<file path="config.mk">
export PLATFORM = sky130hd
export DESIGN_NAME = channel_cfg_calibration_regs
export DESIGN_NICKNAME = d
export VERILOG_FILES = /design/src/include/cal_regs_pkg.sv /design/src/design/channel_cfg_calibration_regs.sv
export VERILOG_INCLUDE_DIRS = /design/src /design/src/include
export SDC_FILE = /design/constraint.sdc
export NUM_CORES = 1
export LEC_CHECK = 0
export ABC_AREA = 1
export BUFFER_PORTS_ARGS = -buffer_cell sky130_fd_sc_hd__buf_2
export CAP_MARGIN = 20
export CORE_ASPECT_RATIO = 2
export CORE_MARGIN = 1.5
export CORE_UTILIZATION = 45
export DETAILED_ROUTE_END_ITERATION = 6
export HOLD_SLACK_MARGIN = 0.12
export PLACE_DENSITY = 0.72
export REMOVE_ABC_BUFFERS = 1
export SLEW_MARGIN = 20
export SYNTH_ARGS = -nofsm -noshare
export SYNTH_HDL_FRONTEND = slang
export SYNTH_SLANG_ARGS = --single-unit
</file>
<file path="constraint.sdc">
create_clock -name ref_clk_in -period 1.6 [get_ports ref_clk_in]
set_input_delay 0.32 -clock ref_clk_in [delete_from_list [all_inputs] [get_ports ref_clk_in]]
set_output_delay 0.32 -clock ref_clk_in [all_outputs]
set_load 0.02 [all_outputs]
</file>
<file path="src/include/cal_regs_map.svh">
// Notes on behaviour
// - Threshold upper word: sixteen bits, reset zero
// - Lower threshold byte in bits 15:8
// - Coefficient code: zero off, else 1/2^(n+1)
// - Phase delay: ten signed bits 15:6
// - Bypass bit 2 disables channel filter only
// - Input select bits 1:0, four sources
// - Offset upper word holds offset bits 23:8
// - Offset lower byte in bits 15:8
// - Gain upper word resets to 8000h
// - Gain lower byte in bits 15:8
`ifndef CAL_REGS_MAP_SVH
`define CAL_REGS_MAP_SVH

// ----------------------------------------------------------------
// Register indices (byte address is four times the index)
// ----------------------------------------------------------------
`define CAL_IDX_THR_HIGH   6'h07
`define CAL_IDX_THR_LOW    6'h08
`define CAL_IDX_CHANNEL0_CONFIG    6'h09
`define CAL_IDX_OCAL_HIGH  6'h0a
`define CAL_IDX_OCAL_LOW   6'h0b
`define CAL_IDX_GCAL_HIGH  6'h0c
`define CAL_IDX_GCAL_LOW   6'h0d

// ----------------------------------------------------------------
// Field positions
// ----------------------------------------------------------------
`define CAL_LOW_BYTE_MSB   15
`define CAL_LOW_BYTE_LSB   8
`define CAL_COEF_MSB       3
`define CAL_COEF_LSB       0
`define CAL_PHASE_MSB      15
`define CAL_PHASE_LSB      6
`define CAL_BYPASS_BIT     2
`define CAL_SEL_MSB        1
`define CAL_SEL_LSB        0

// ----------------------------------------------------------------
// Reset values
// ----------------------------------------------------------------
`define CAL_RST_WORD       16'h0000
`define CAL_RST_BYTE       8'h00
`define CAL_RST_COEF       4'h0
`define CAL_RST_PHASE      10'h000
`define CAL_RST_GAIN_HIGH  16'h8000
`define CAL_COEF_OFF       4'h0

`endif

</file>
<file path="src/include/cal_regs_pkg.sv">
package cal_regs_pkg;

    // Channel 0 input source selection
    typedef enum logic [1:0] {
        sel_external_pair,
        sel_inputs_shorted,
        sel_test_positive,
        sel_test_negative
    } input_select_t;

    typedef logic [15:0] reg_word_t;
    typedef logic [23:0] cal_value_t;

endpackage : cal_regs_pkg

</file>
<file path="src/design/channel_cfg_calibration_regs.sv">
// Decided for this implementation: register access over Avalon-MM.
`timescale 1ns/1ps
`default_nettype none
`include "cal_regs_map.svh"

module channel_cfg_calibration_regs (
    input  wire logic                         ref_clk_in,
    input  wire logic                         arst_n_in,
    input  wire logic [7:0]                   address_in,
    input  wire logic                         read_in,
    input  wire logic                         write_in,
    input  wire logic [31:0]                  writedata_in,
    input  wire logic [3:0]                   byteenable_in,
    output logic [31:0]                       readdata_out,
    output logic                              waitrequest_out,
    output cal_regs_pkg::cal_value_t          detect_threshold_out,
    output logic [3:0]                        hp_filter_coefficient_out,
    output logic [4:0]                        hp_filter_shift_out,
    output logic                              channel0_hp_filter_active_out,
    output logic [9:0]                        channel0_phase_delay_out,
    output logic                              channel0_hp_filter_bypass_out,
    output cal_regs_pkg::input_select_t       channel0_input_select_out,
    output cal_regs_pkg::cal_value_t          channel0_offset_out,
    output cal_regs_pkg::cal_value_t          channel0_gain_out
);

    // ------------------------------------------------------------
    // Bus handshake
    // ------------------------------------------------------------
    logic                      ack_reg;
    logic                      wr_acc;
    logic                      rd_first;
    logic [5:0]                idx;
    logic                      hi_lane;
    logic                      lo_lane;
    logic [31:0]               rd_word;
    logic [31:0]               readdata_reg;

    cal_regs_pkg::reg_word_t   thr_high_reg;
    logic [7:0]                thr_low_reg;
    logic [3:0]                coef_reg;
    logic [9:0]                phase_reg;
    logic                      bypass_reg;
    cal_regs_pkg::input_select_t sel_reg;
    cal_regs_pkg::reg_word_t   ocal_high_reg;
    logic [7:0]                ocal_low_reg;
    cal_regs_pkg::reg_word_t   gcal_high_reg;
    logic [7:0]                gcal_low_reg;

    assign idx     = address_in[7:2];
    assign hi_lane = byteenable_in[1];
    assign lo_lane = byteenable_in[0];

    // One wait state: simple, and gives readdata a flop stage
    assign waitrequest_out = (read_in | write_in) & ~ack_reg;
    assign wr_acc          = write_in & ~waitrequest_out;
    assign rd_first        = read_in & ~ack_reg;

    // Ack toggles so every request sees exactly one stall cycle
    always_ff @(posedge ref_clk_in or negedge arst_n_in) begin
        if (!arst_n_in) begin
            ack_reg <= 1'b0;
        end else begin
            ack_reg <= (read_in | write_in) & ~ack_reg;
        end
    end

    // ------------------------------------------------------------
    // Threshold and global filter coefficient
    // ------------------------------------------------------------
    // Upper threshold word, both lanes independent
    always_ff @(posedge ref_clk_in or negedge arst_n_in) begin
        if (!arst_n_in) begin
            thr_high_reg <= `CAL_RST_WORD;
        end else if (wr_acc && idx == `CAL_IDX_THR_HIGH) begin
            if (hi_lane) begin
                thr_high_reg[15:8] <= writedata_in[15:8];
            end
            if (lo_lane) begin
                thr_high_reg[7:0] <= writedata_in[7:0];
            end
        end
    end

    // Lower threshold byte and coefficient; bits 7:4 not stored
    always_ff @(posedge ref_clk_in or negedge arst_n_in) begin
        if (!arst_n_in) begin
            thr_low_reg <= `CAL_RST_BYTE;
            coef_reg    <= `CAL_RST_COEF;
        end else if (wr_acc && idx == `CAL_IDX_THR_LOW) begin
            if (hi_lane) begin
                thr_low_reg <= writedata_in[`CAL_LOW_BYTE_MSB:
                                            `CAL_LOW_BYTE_LSB];
            end
            if (lo_lane) begin
                coef_reg <= writedata_in[`CAL_COEF_MSB:`CAL_COEF_LSB];
            end
        end
    end

    // ------------------------------------------------------------
    // Channel 0 configuration
    // ------------------------------------------------------------
    // Phase straddles both lanes, so each lane writes its part
    always_ff @(posedge ref_clk_in or negedge arst_n_in) begin
        if (!arst_n_in) begin
            phase_reg  <= `CAL_RST_PHASE;
            bypass_reg <= 1'b0;
            sel_reg    <= cal_regs_pkg::sel_external_pair;
        end else if (wr_acc && idx == `CAL_IDX_CHANNEL0_CONFIG) begin
            if (hi_lane) begin
                phase_reg[9:2] <= writedata_in[15:8];
            end
            if (lo_lane) begin
                phase_reg[1:0] <= writedata_in[7:`CAL_PHASE_LSB];
                bypass_reg     <= writedata_in[`CAL_BYPASS_BIT];
                sel_reg        <= cal_regs_pkg::input_select_t'(
                    writedata_in[`CAL_SEL_MSB:`CAL_SEL_LSB]);
            end
        end
    end

    // ------------------------------------------------------------
    // Channel 0 offset and gain calibration
    // ------------------------------------------------------------
    always_ff @(posedge ref_clk_in or negedge arst_n_in) begin
        if (!arst_n_in) begin
            ocal_high_reg <= `CAL_RST_WORD;
        end else if (wr_acc && idx == `CAL_IDX_OCAL_HIGH) begin
            if (hi_lane) begin
                ocal_high_reg[15:8] <= writedata_in[15:8];
            end
            if (lo_lane) begin
                ocal_high_reg[7:0] <= writedata_in[7:0];
            end
        end
    end

    always_ff @(posedge ref_clk_in or negedge arst_n_in) begin
        if (!arst_n_in) begin
            ocal_low_reg <= `CAL_RST_BYTE;
        end else if (wr_acc && idx == `CAL_IDX_OCAL_LOW && hi_lane) begin
            ocal_low_reg <= writedata_in[`CAL_LOW_BYTE_MSB:
                                         `CAL_LOW_BYTE_LSB];
        end
    end

    // Gain defaults to unity so an untouched channel is not scaled
    always_ff @(posedge ref_clk_in or negedge arst_n_in) begin
        if (!arst_n_in) begin
            gcal_high_reg <= `CAL_RST_GAIN_HIGH;
        end else if (wr_acc && idx == `CAL_IDX_GCAL_HIGH) begin
            if (hi_lane) begin
                gcal_high_reg[15:8] <= writedata_in[15:8];
            end
            if (lo_lane) begin
                gcal_high_reg[7:0] <= writedata_in[7:0];
            end
        end
    end

    always_ff @(posedge ref_clk_in or negedge arst_n_in) begin
        if (!arst_n_in) begin
            gcal_low_reg <= `CAL_RST_BYTE;
        end else if (wr_acc && idx == `CAL_IDX_GCAL_LOW && hi_lane) begin
            gcal_low_reg <= writedata_in[`CAL_LOW_BYTE_MSB:
                                         `CAL_LOW_BYTE_LSB];
        end
    end

    // ------------------------------------------------------------
    // Read path
    // ------------------------------------------------------------
    // Reserved bits and unmapped words read as zero
    always_comb begin
        rd_word = 32'h0000_0000;
        if (idx == `CAL_IDX_THR_HIGH) begin
            rd_word[15:0] = thr_high_reg;
        end else if (idx == `CAL_IDX_THR_LOW) begin
            rd_word[15:0] = {thr_low_reg, 4'h0, coef_reg};
        end else if (idx == `CAL_IDX_CHANNEL0_CONFIG) begin
            rd_word[15:0] = {phase_reg, 3'h0, bypass_reg, sel_reg};
        end else if (idx == `CAL_IDX_OCAL_HIGH) begin
            rd_word[15:0] = ocal_high_reg;
        end else if (idx == `CAL_IDX_OCAL_LOW) begin
            rd_word[15:0] = {ocal_low_reg, 8'h00};
        end else if (idx == `CAL_IDX_GCAL_HIGH) begin
            rd_word[15:0] = gcal_high_reg;
        end else if (idx == `CAL_IDX_GCAL_LOW) begin
            rd_word[15:0] = {gcal_low_reg, 8'h00};
        end
    end

    // Captured in the stall cycle, stands at the accepting edge
    always_ff @(posedge ref_clk_in or negedge arst_n_in) begin
        if (!arst_n_in) begin
            readdata_reg <= 32'h0000_0000;
        end else if (rd_first) begin
            readdata_reg <= rd_word;
        end
    end

    // ------------------------------------------------------------
    // Datapath outputs
    // ------------------------------------------------------------
    assign readdata_out              = readdata_reg;
    assign detect_threshold_out      = {thr_high_reg, thr_low_reg};
    assign hp_filter_coefficient_out = coef_reg;
    assign channel0_phase_delay_out  = phase_reg;
    assign channel0_hp_filter_bypass_out = bypass_reg;
    assign channel0_input_select_out = sel_reg;
    assign channel0_offset_out       = {ocal_high_reg, ocal_low_reg};
    assign channel0_gain_out         = {gcal_high_reg, gcal_low_reg};

    // Coefficient 1/2^(code+1): shift 2 for code 1, 16 for code 15
    assign hp_filter_shift_out = {1'b0, coef_reg} + 5'h01;
    // Filter runs only when enabled globally and not bypassed
    assign channel0_hp_filter_active_out =
        (coef_reg != `CAL_COEF_OFF) & ~bypass_reg;

    // ------------------------------------------------------------
    // Assertions
    // ------------------------------------------------------------
    property p_wait_bound;
        @(posedge ref_clk_in) disable iff (!arst_n_in)
        (read_in | write_in) |-> ##[0:1] !waitrequest_out;
    endproperty
    a_wait_bound: assert property (p_wait_bound)
        else $error("request not answered within one wait state");

    property p_thr_upper;
        @(posedge ref_clk_in) disable iff (!arst_n_in)
        (wr_acc && idx == `CAL_IDX_THR_HIGH && byteenable_in[1:0] == 2'h3)
        |=> detect_threshold_out[23:8] == $past(writedata_in[15:0]);
    endproperty
    a_thr_upper: assert property (p_thr_upper)
        else $error("threshold upper word not written");

    property p_thr_lower;
        @(posedge ref_clk_in) disable iff (!arst_n_in)
        (wr_acc && idx == `CAL_IDX_THR_LOW && hi_lane)
        |=> detect_threshold_out[7:0] == $past(writedata_in[15:8]);
    endproperty
    a_thr_lower: assert property (p_thr_lower)
        else $error("threshold lower byte not written");

    property p_coef_shift;
        @(posedge ref_clk_in) disable iff (!arst_n_in)
        (hp_filter_coefficient_out == 4'h0 |->
            !channel0_hp_filter_active_out) and
        (hp_filter_coefficient_out == 4'hf |->
            hp_filter_shift_out == 5'h10);
    endproperty
    a_coef_shift: assert property (p_coef_shift)
        else $error("filter coefficient decode wrong");

    property p_phase;
        @(posedge ref_clk_in) disable iff (!arst_n_in)
        (wr_acc && idx == `CAL_IDX_CHANNEL0_CONFIG && byteenable_in[1:0] == 2'h3)
        |=> channel0_phase_delay_out == $past(writedata_in[15:6]);
    endproperty
    a_phase: assert property (p_phase)
        else $error("phase delay not written");

    property p_bypass;
        @(posedge ref_clk_in) disable iff (!arst_n_in)
        channel0_hp_filter_bypass_out |-> !channel0_hp_filter_active_out;
    endproperty
    a_bypass: assert property (p_bypass)
        else $error("bypassed channel filter still active");

    property p_select;
        @(posedge ref_clk_in) disable iff (!arst_n_in)
        (wr_acc && idx == `CAL_IDX_CHANNEL0_CONFIG && lo_lane)
        |=> channel0_input_select_out == $past(writedata_in[1:0]);
    endproperty
    a_select: assert property (p_select)
        else $error("input select not written");

    property p_ocal_upper;
        @(posedge ref_clk_in) disable iff (!arst_n_in)
        (wr_acc && idx == `CAL_IDX_OCAL_HIGH && byteenable_in[1:0] == 2'h3)
        |=> channel0_offset_out[23:8] == $past(writedata_in[15:0]);
    endproperty
    a_ocal_upper: assert property (p_ocal_upper)
        else $error("offset upper word not written");

    property p_ocal_lower;
        @(posedge ref_clk_in) disable iff (!arst_n_in)
        (wr_acc && idx == `CAL_IDX_OCAL_LOW && hi_lane)
        |=> channel0_offset_out[7:0] == $past(writedata_in[15:8]);
    endproperty
    a_ocal_lower: assert property (p_ocal_lower)
        else $error("offset lower byte not written");

    property p_gcal_stable;
        @(posedge ref_clk_in) disable iff (!arst_n_in)
        !(wr_acc && idx == `CAL_IDX_GCAL_HIGH)
        |=> channel0_gain_out[23:8] == $past(channel0_gain_out[23:8]);
    endproperty
    a_gcal_stable: assert property (p_gcal_stable)
        else $error("gain upper word changed without a write");

    property p_gcal_lower;
        @(posedge ref_clk_in) disable iff (!arst_n_in)
        (wr_acc && idx == `CAL_IDX_GCAL_LOW && hi_lane)
        |=> channel0_gain_out[7:0] == $past(writedata_in[15:8]);
    endproperty
    a_gcal_lower: assert property (p_gcal_lower)
        else $error("gain lower byte not written");

    property p_reserved_zero;
        @(posedge ref_clk_in) disable iff (!arst_n_in)
        (read_in && !waitrequest_out) |->
            readdata_out[31:16] == 16'h0000 &&
            (idx != `CAL_IDX_THR_LOW || readdata_out[7:4] == 4'h0) &&
            (idx != `CAL_IDX_CHANNEL0_CONFIG || readdata_out[5:3] == 3'h0) &&
            (!(idx == `CAL_IDX_OCAL_LOW || idx == `CAL_IDX_GCAL_LOW) ||
             readdata_out[7:0] == 8'h00);
    endproperty
    a_reserved_zero: assert property (p_reserved_zero)
        else $error("reserved bits read nonzero");

endmodule : channel_cfg_calibration_regs
`default_nettype wire

</file>
==> impl_metrics.env <==
export IMPL_outcome="finished with violations"
export IMPL_violations="setup timing"
export IMPL_cp_depth=4
export IMPL_antenna_cells=0
export IMPL_grt_first_pass_wirelength_um=22900
export IMPL_rows=53
export IMPL_drt_iter0_drc=254
export IMPL_yosys_top_cells_area="dfrtp_1 54%, nand2_1 12%, o21ai_0 7.6%"
export IMPL_synth_top_cells_by_count="162 x nand2_1, 105 x dfrtp_1, 74 x o21ai_0, 47 x inv_1, 47 x nor2_1"
export IMPL_crit_path_end_kind="output pin"
export IMPL_critPathLaunchType="flip-flop"
export IMPL_ys_ff_latch=106
export IMPL_wl_um=14500
export IMPL_dpl_hpwl_um=11000
export IMPL_drv_cap=0
export IMPL_yosysMostFrequentCell="nand2_1"
export IMPL_min_delay_start="writedata_in[10]"
export IMPL_holdWs_ns=0.196
export IMPL_reg2regPathDepth=6
export IMPL_start_util=0.465
export IMPL_postPlaceCellArea_um2=5940
export IMPL_hold_path_depth=3
export IMPL_synth_cell_types=33
export IMPL_crit_start="hp_filter_coefficient_out[0]"
export IMPL_crit_chain="ha_2 > nand2_1 > nor2_1 > buf_4"
export IMPL_die_w_um=76.8
export IMPL_first_global_vias=4637
export IMPL_drive_gt1_frac=0.297
export IMPL_p_total_mw=6.32
export IMPL_synth_edff_count=0
export IMPL_cts_tree="yes"
export IMPL_critPathMaxFanout=5
export IMPL_use_met1=0.271
export IMPL_use_met3=0.0406
export IMPL_vias_per_cell=5.15
export IMPL_power_leakage_nw=3.36
export IMPL_ys_flop_type="dfrtp_1"
export IMPL_grt_busiest_layer="met2"
export IMPL_required_ns=1.28
export IMPL_slew_violations=0
export IMPL_critPathKind="reg2out"
export IMPL_netlist_area_leader_share=0.536
export IMPL_crit_slowest_cell="dfrtp_1"
export IMPL_track_usage=0.261
export IMPL_cts_buffers=9
export IMPL_irDropWorstVdd_mv=0.560
export IMPL_final_nets=793
export IMPL_fillers=979
export IMPL_syn_instance_count=575
export IMPL_timing_final_crit_share=1.03
export IMPL_cp_num_buf_inv=1
export IMPL_syn_area_um2=4900
export IMPL_clock_path_buffers=2
export IMPL_synth_top_area_cell="dfrtp_1"
export IMPL_vias=4554
export IMPL_drc_errors=0
export IMPL_synth_warning_count=0
export IMPL_clk_latency_ns=0.35
export IMPL_antenna_found_initial=0
export IMPL_dr_pass1_iters=6
export IMPL_finalHoldViolCount=0
export IMPL_clkTransAtPathRegs_ns=0.07
export IMPL_fin_ws_ns=-0.0465
export IMPL_post_route_min_period_ns=1.65
export IMPL_synth_async_reset_ratio=1.00
export IMPL_dp_worst_setup_slack_ns=-0.0534
export IMPL_route_detailed_wl_per_inst_um=16.4
export IMPL_area_growth_pct=28.0
export IMPL_die_area_um2=11600
export IMPL_instances_no_fill=885
export IMPL_port_buffers=139
export IMPL_coreArea_um2=10500
export IMPL_rsz0062_at_grt="true"
export IMPL_use_met2=0.489
export IMPL_worstHoldPathType="in2reg"
export IMPL_r2r_start="ack_reg"
export IMPL_ys_seq_area_frac=0.541
export IMPL_slowest_delay_ns=0.43
export IMPL_htree_levels=3
export IMPL_grt_ovfl_total=0
export IMPL_io_pins=176
export IMPL_dp_cells=866
export IMPL_grt_max_degree=29
export IMPL_drtAntennaViolNets=0
export IMPL_clkSinkCount=106
export IMPL_gp_congestion=0.931
export IMPL_avgSynthCellArea_um2=8.53
export IMPL_powerDensity_nw_per_um2=1010
export IMPL_finClkSkew_ns=0.00832
export IMPL_die_h_um=151
export IMPL_final_area_um2=6280
export IMPL_crit_family="flip-flops"
export IMPL_max_freq_ghz=0.607
export IMPL_root_buffer="clkbuf_16"
export IMPL_cp_data_arrival_time_ns=1.33
export IMPL_finalSetupViolations=3
timing repair:
item / CTS / global route
pin swaps: 2 / 0
hold buffers: 1 / 0
endpoints found under the hold margin: 22 / 0
setup buffers: 2 / 0
setup endpoints to repair: 4 / 14
resized for setup: 4 / 14
layout make-up:
class | count | area [µm²] | area share
Timing Repair Buffer | 175 | 1100 | 0.175
Inverter | 52 | 195 | 0.0311
Sequential cell | 106 | 2660 | 0.423
Clock buffer | 11 | 233 | 0.0371
Tap cell | 137 | 171 | 0.0273
Multi-Input combinational cell | 399 | 1890 | 0.302
Clock inverter | 5 | 31.3 | 0.00498
final timing paths:
| path | endpoint | slack (ns) |
|---|---|---|
| max | hp_filter_shift_out[4] | -0.05 |
| min reg2reg | readdata_out[14] | 0.48 |
| min in group asynchronous | gcal_low_reg[7] | 0.47 |
| min | thr_low_reg[2] | 0.20 |
| max reg2reg | ocal_high_reg[11] | 0.14 |
| max in group asynchronous | hp_filter_coefficient_out[2] | 0.62 |
worst reg2reg max path, cell delays in order, from the launching register on:
cell and delay (ns):
dfrtp_1 0.40, o21ai_1 0.24, inv_2 0.08, nand2_2 0.09, inv_2 0.08, nand2_2 0.28
o21ai_0 0.15
layer usage:
metal,up-vias,share of wire
met3,40,0.047
met1,2173,0.36
met4,0,0.041
li1,2159,-
met5,-,0
met2,182,0.56
cells in the final DEF, fill, tap and decap left out, types with 2 or more instances in the layout:
master,n
clkbuf_1,2
a31oi_1,2
o21ai_1,11
o22a_1,3
conb_1,16
buf_12,8
buf_4,31
inv_1,44
dfrtp_1,104
o211ai_1,6
buf_2,132
clkinv_2,3
nand4_1,3
nor2_4,6
nand3_1,22
nor2_1,46
inv_2,8
a41oi_1,2
xor2_1,2
o21ai_0,74
buf_6,3
nand2_4,3
clkbuf_16,9
nand3b_1,2
nand2_1,161
a22oi_1,2
a21oi_1,20
nand2_2,7
nor2_2,4
report_power, final:
part	leakage, nW	switching, mW	internal (mW)
registers	1.37	0.169	2.90
clock network	0.129	0.965	1.05
logic	1.87	0.810	0.425
total	3.36	1.94	4.38
logic make-up after synthesis:
family,Yosys count,share of synthesized area
simple gates,258,0.227
compound gates,121,0.133
flops,106,0.541
buf+inv,85,0.0891
xor+xnor,2,0.00357
fa+ha+maj,2,0.00510
other cells,1,0.000765
stage by stage:
stage | utilization | setup TNS [ns]
3_5_place_dp | 0.563 | -0.476
3_3_place_gp | 0.563 | -0.0891
5_1_grt | 0.595 | -0.305
2_1_floorplan | - | -1.07
4_1_cts | 0.592 | -0.118
6_report | 0.595 | -0.107
(Power assumes the default switching activity.)
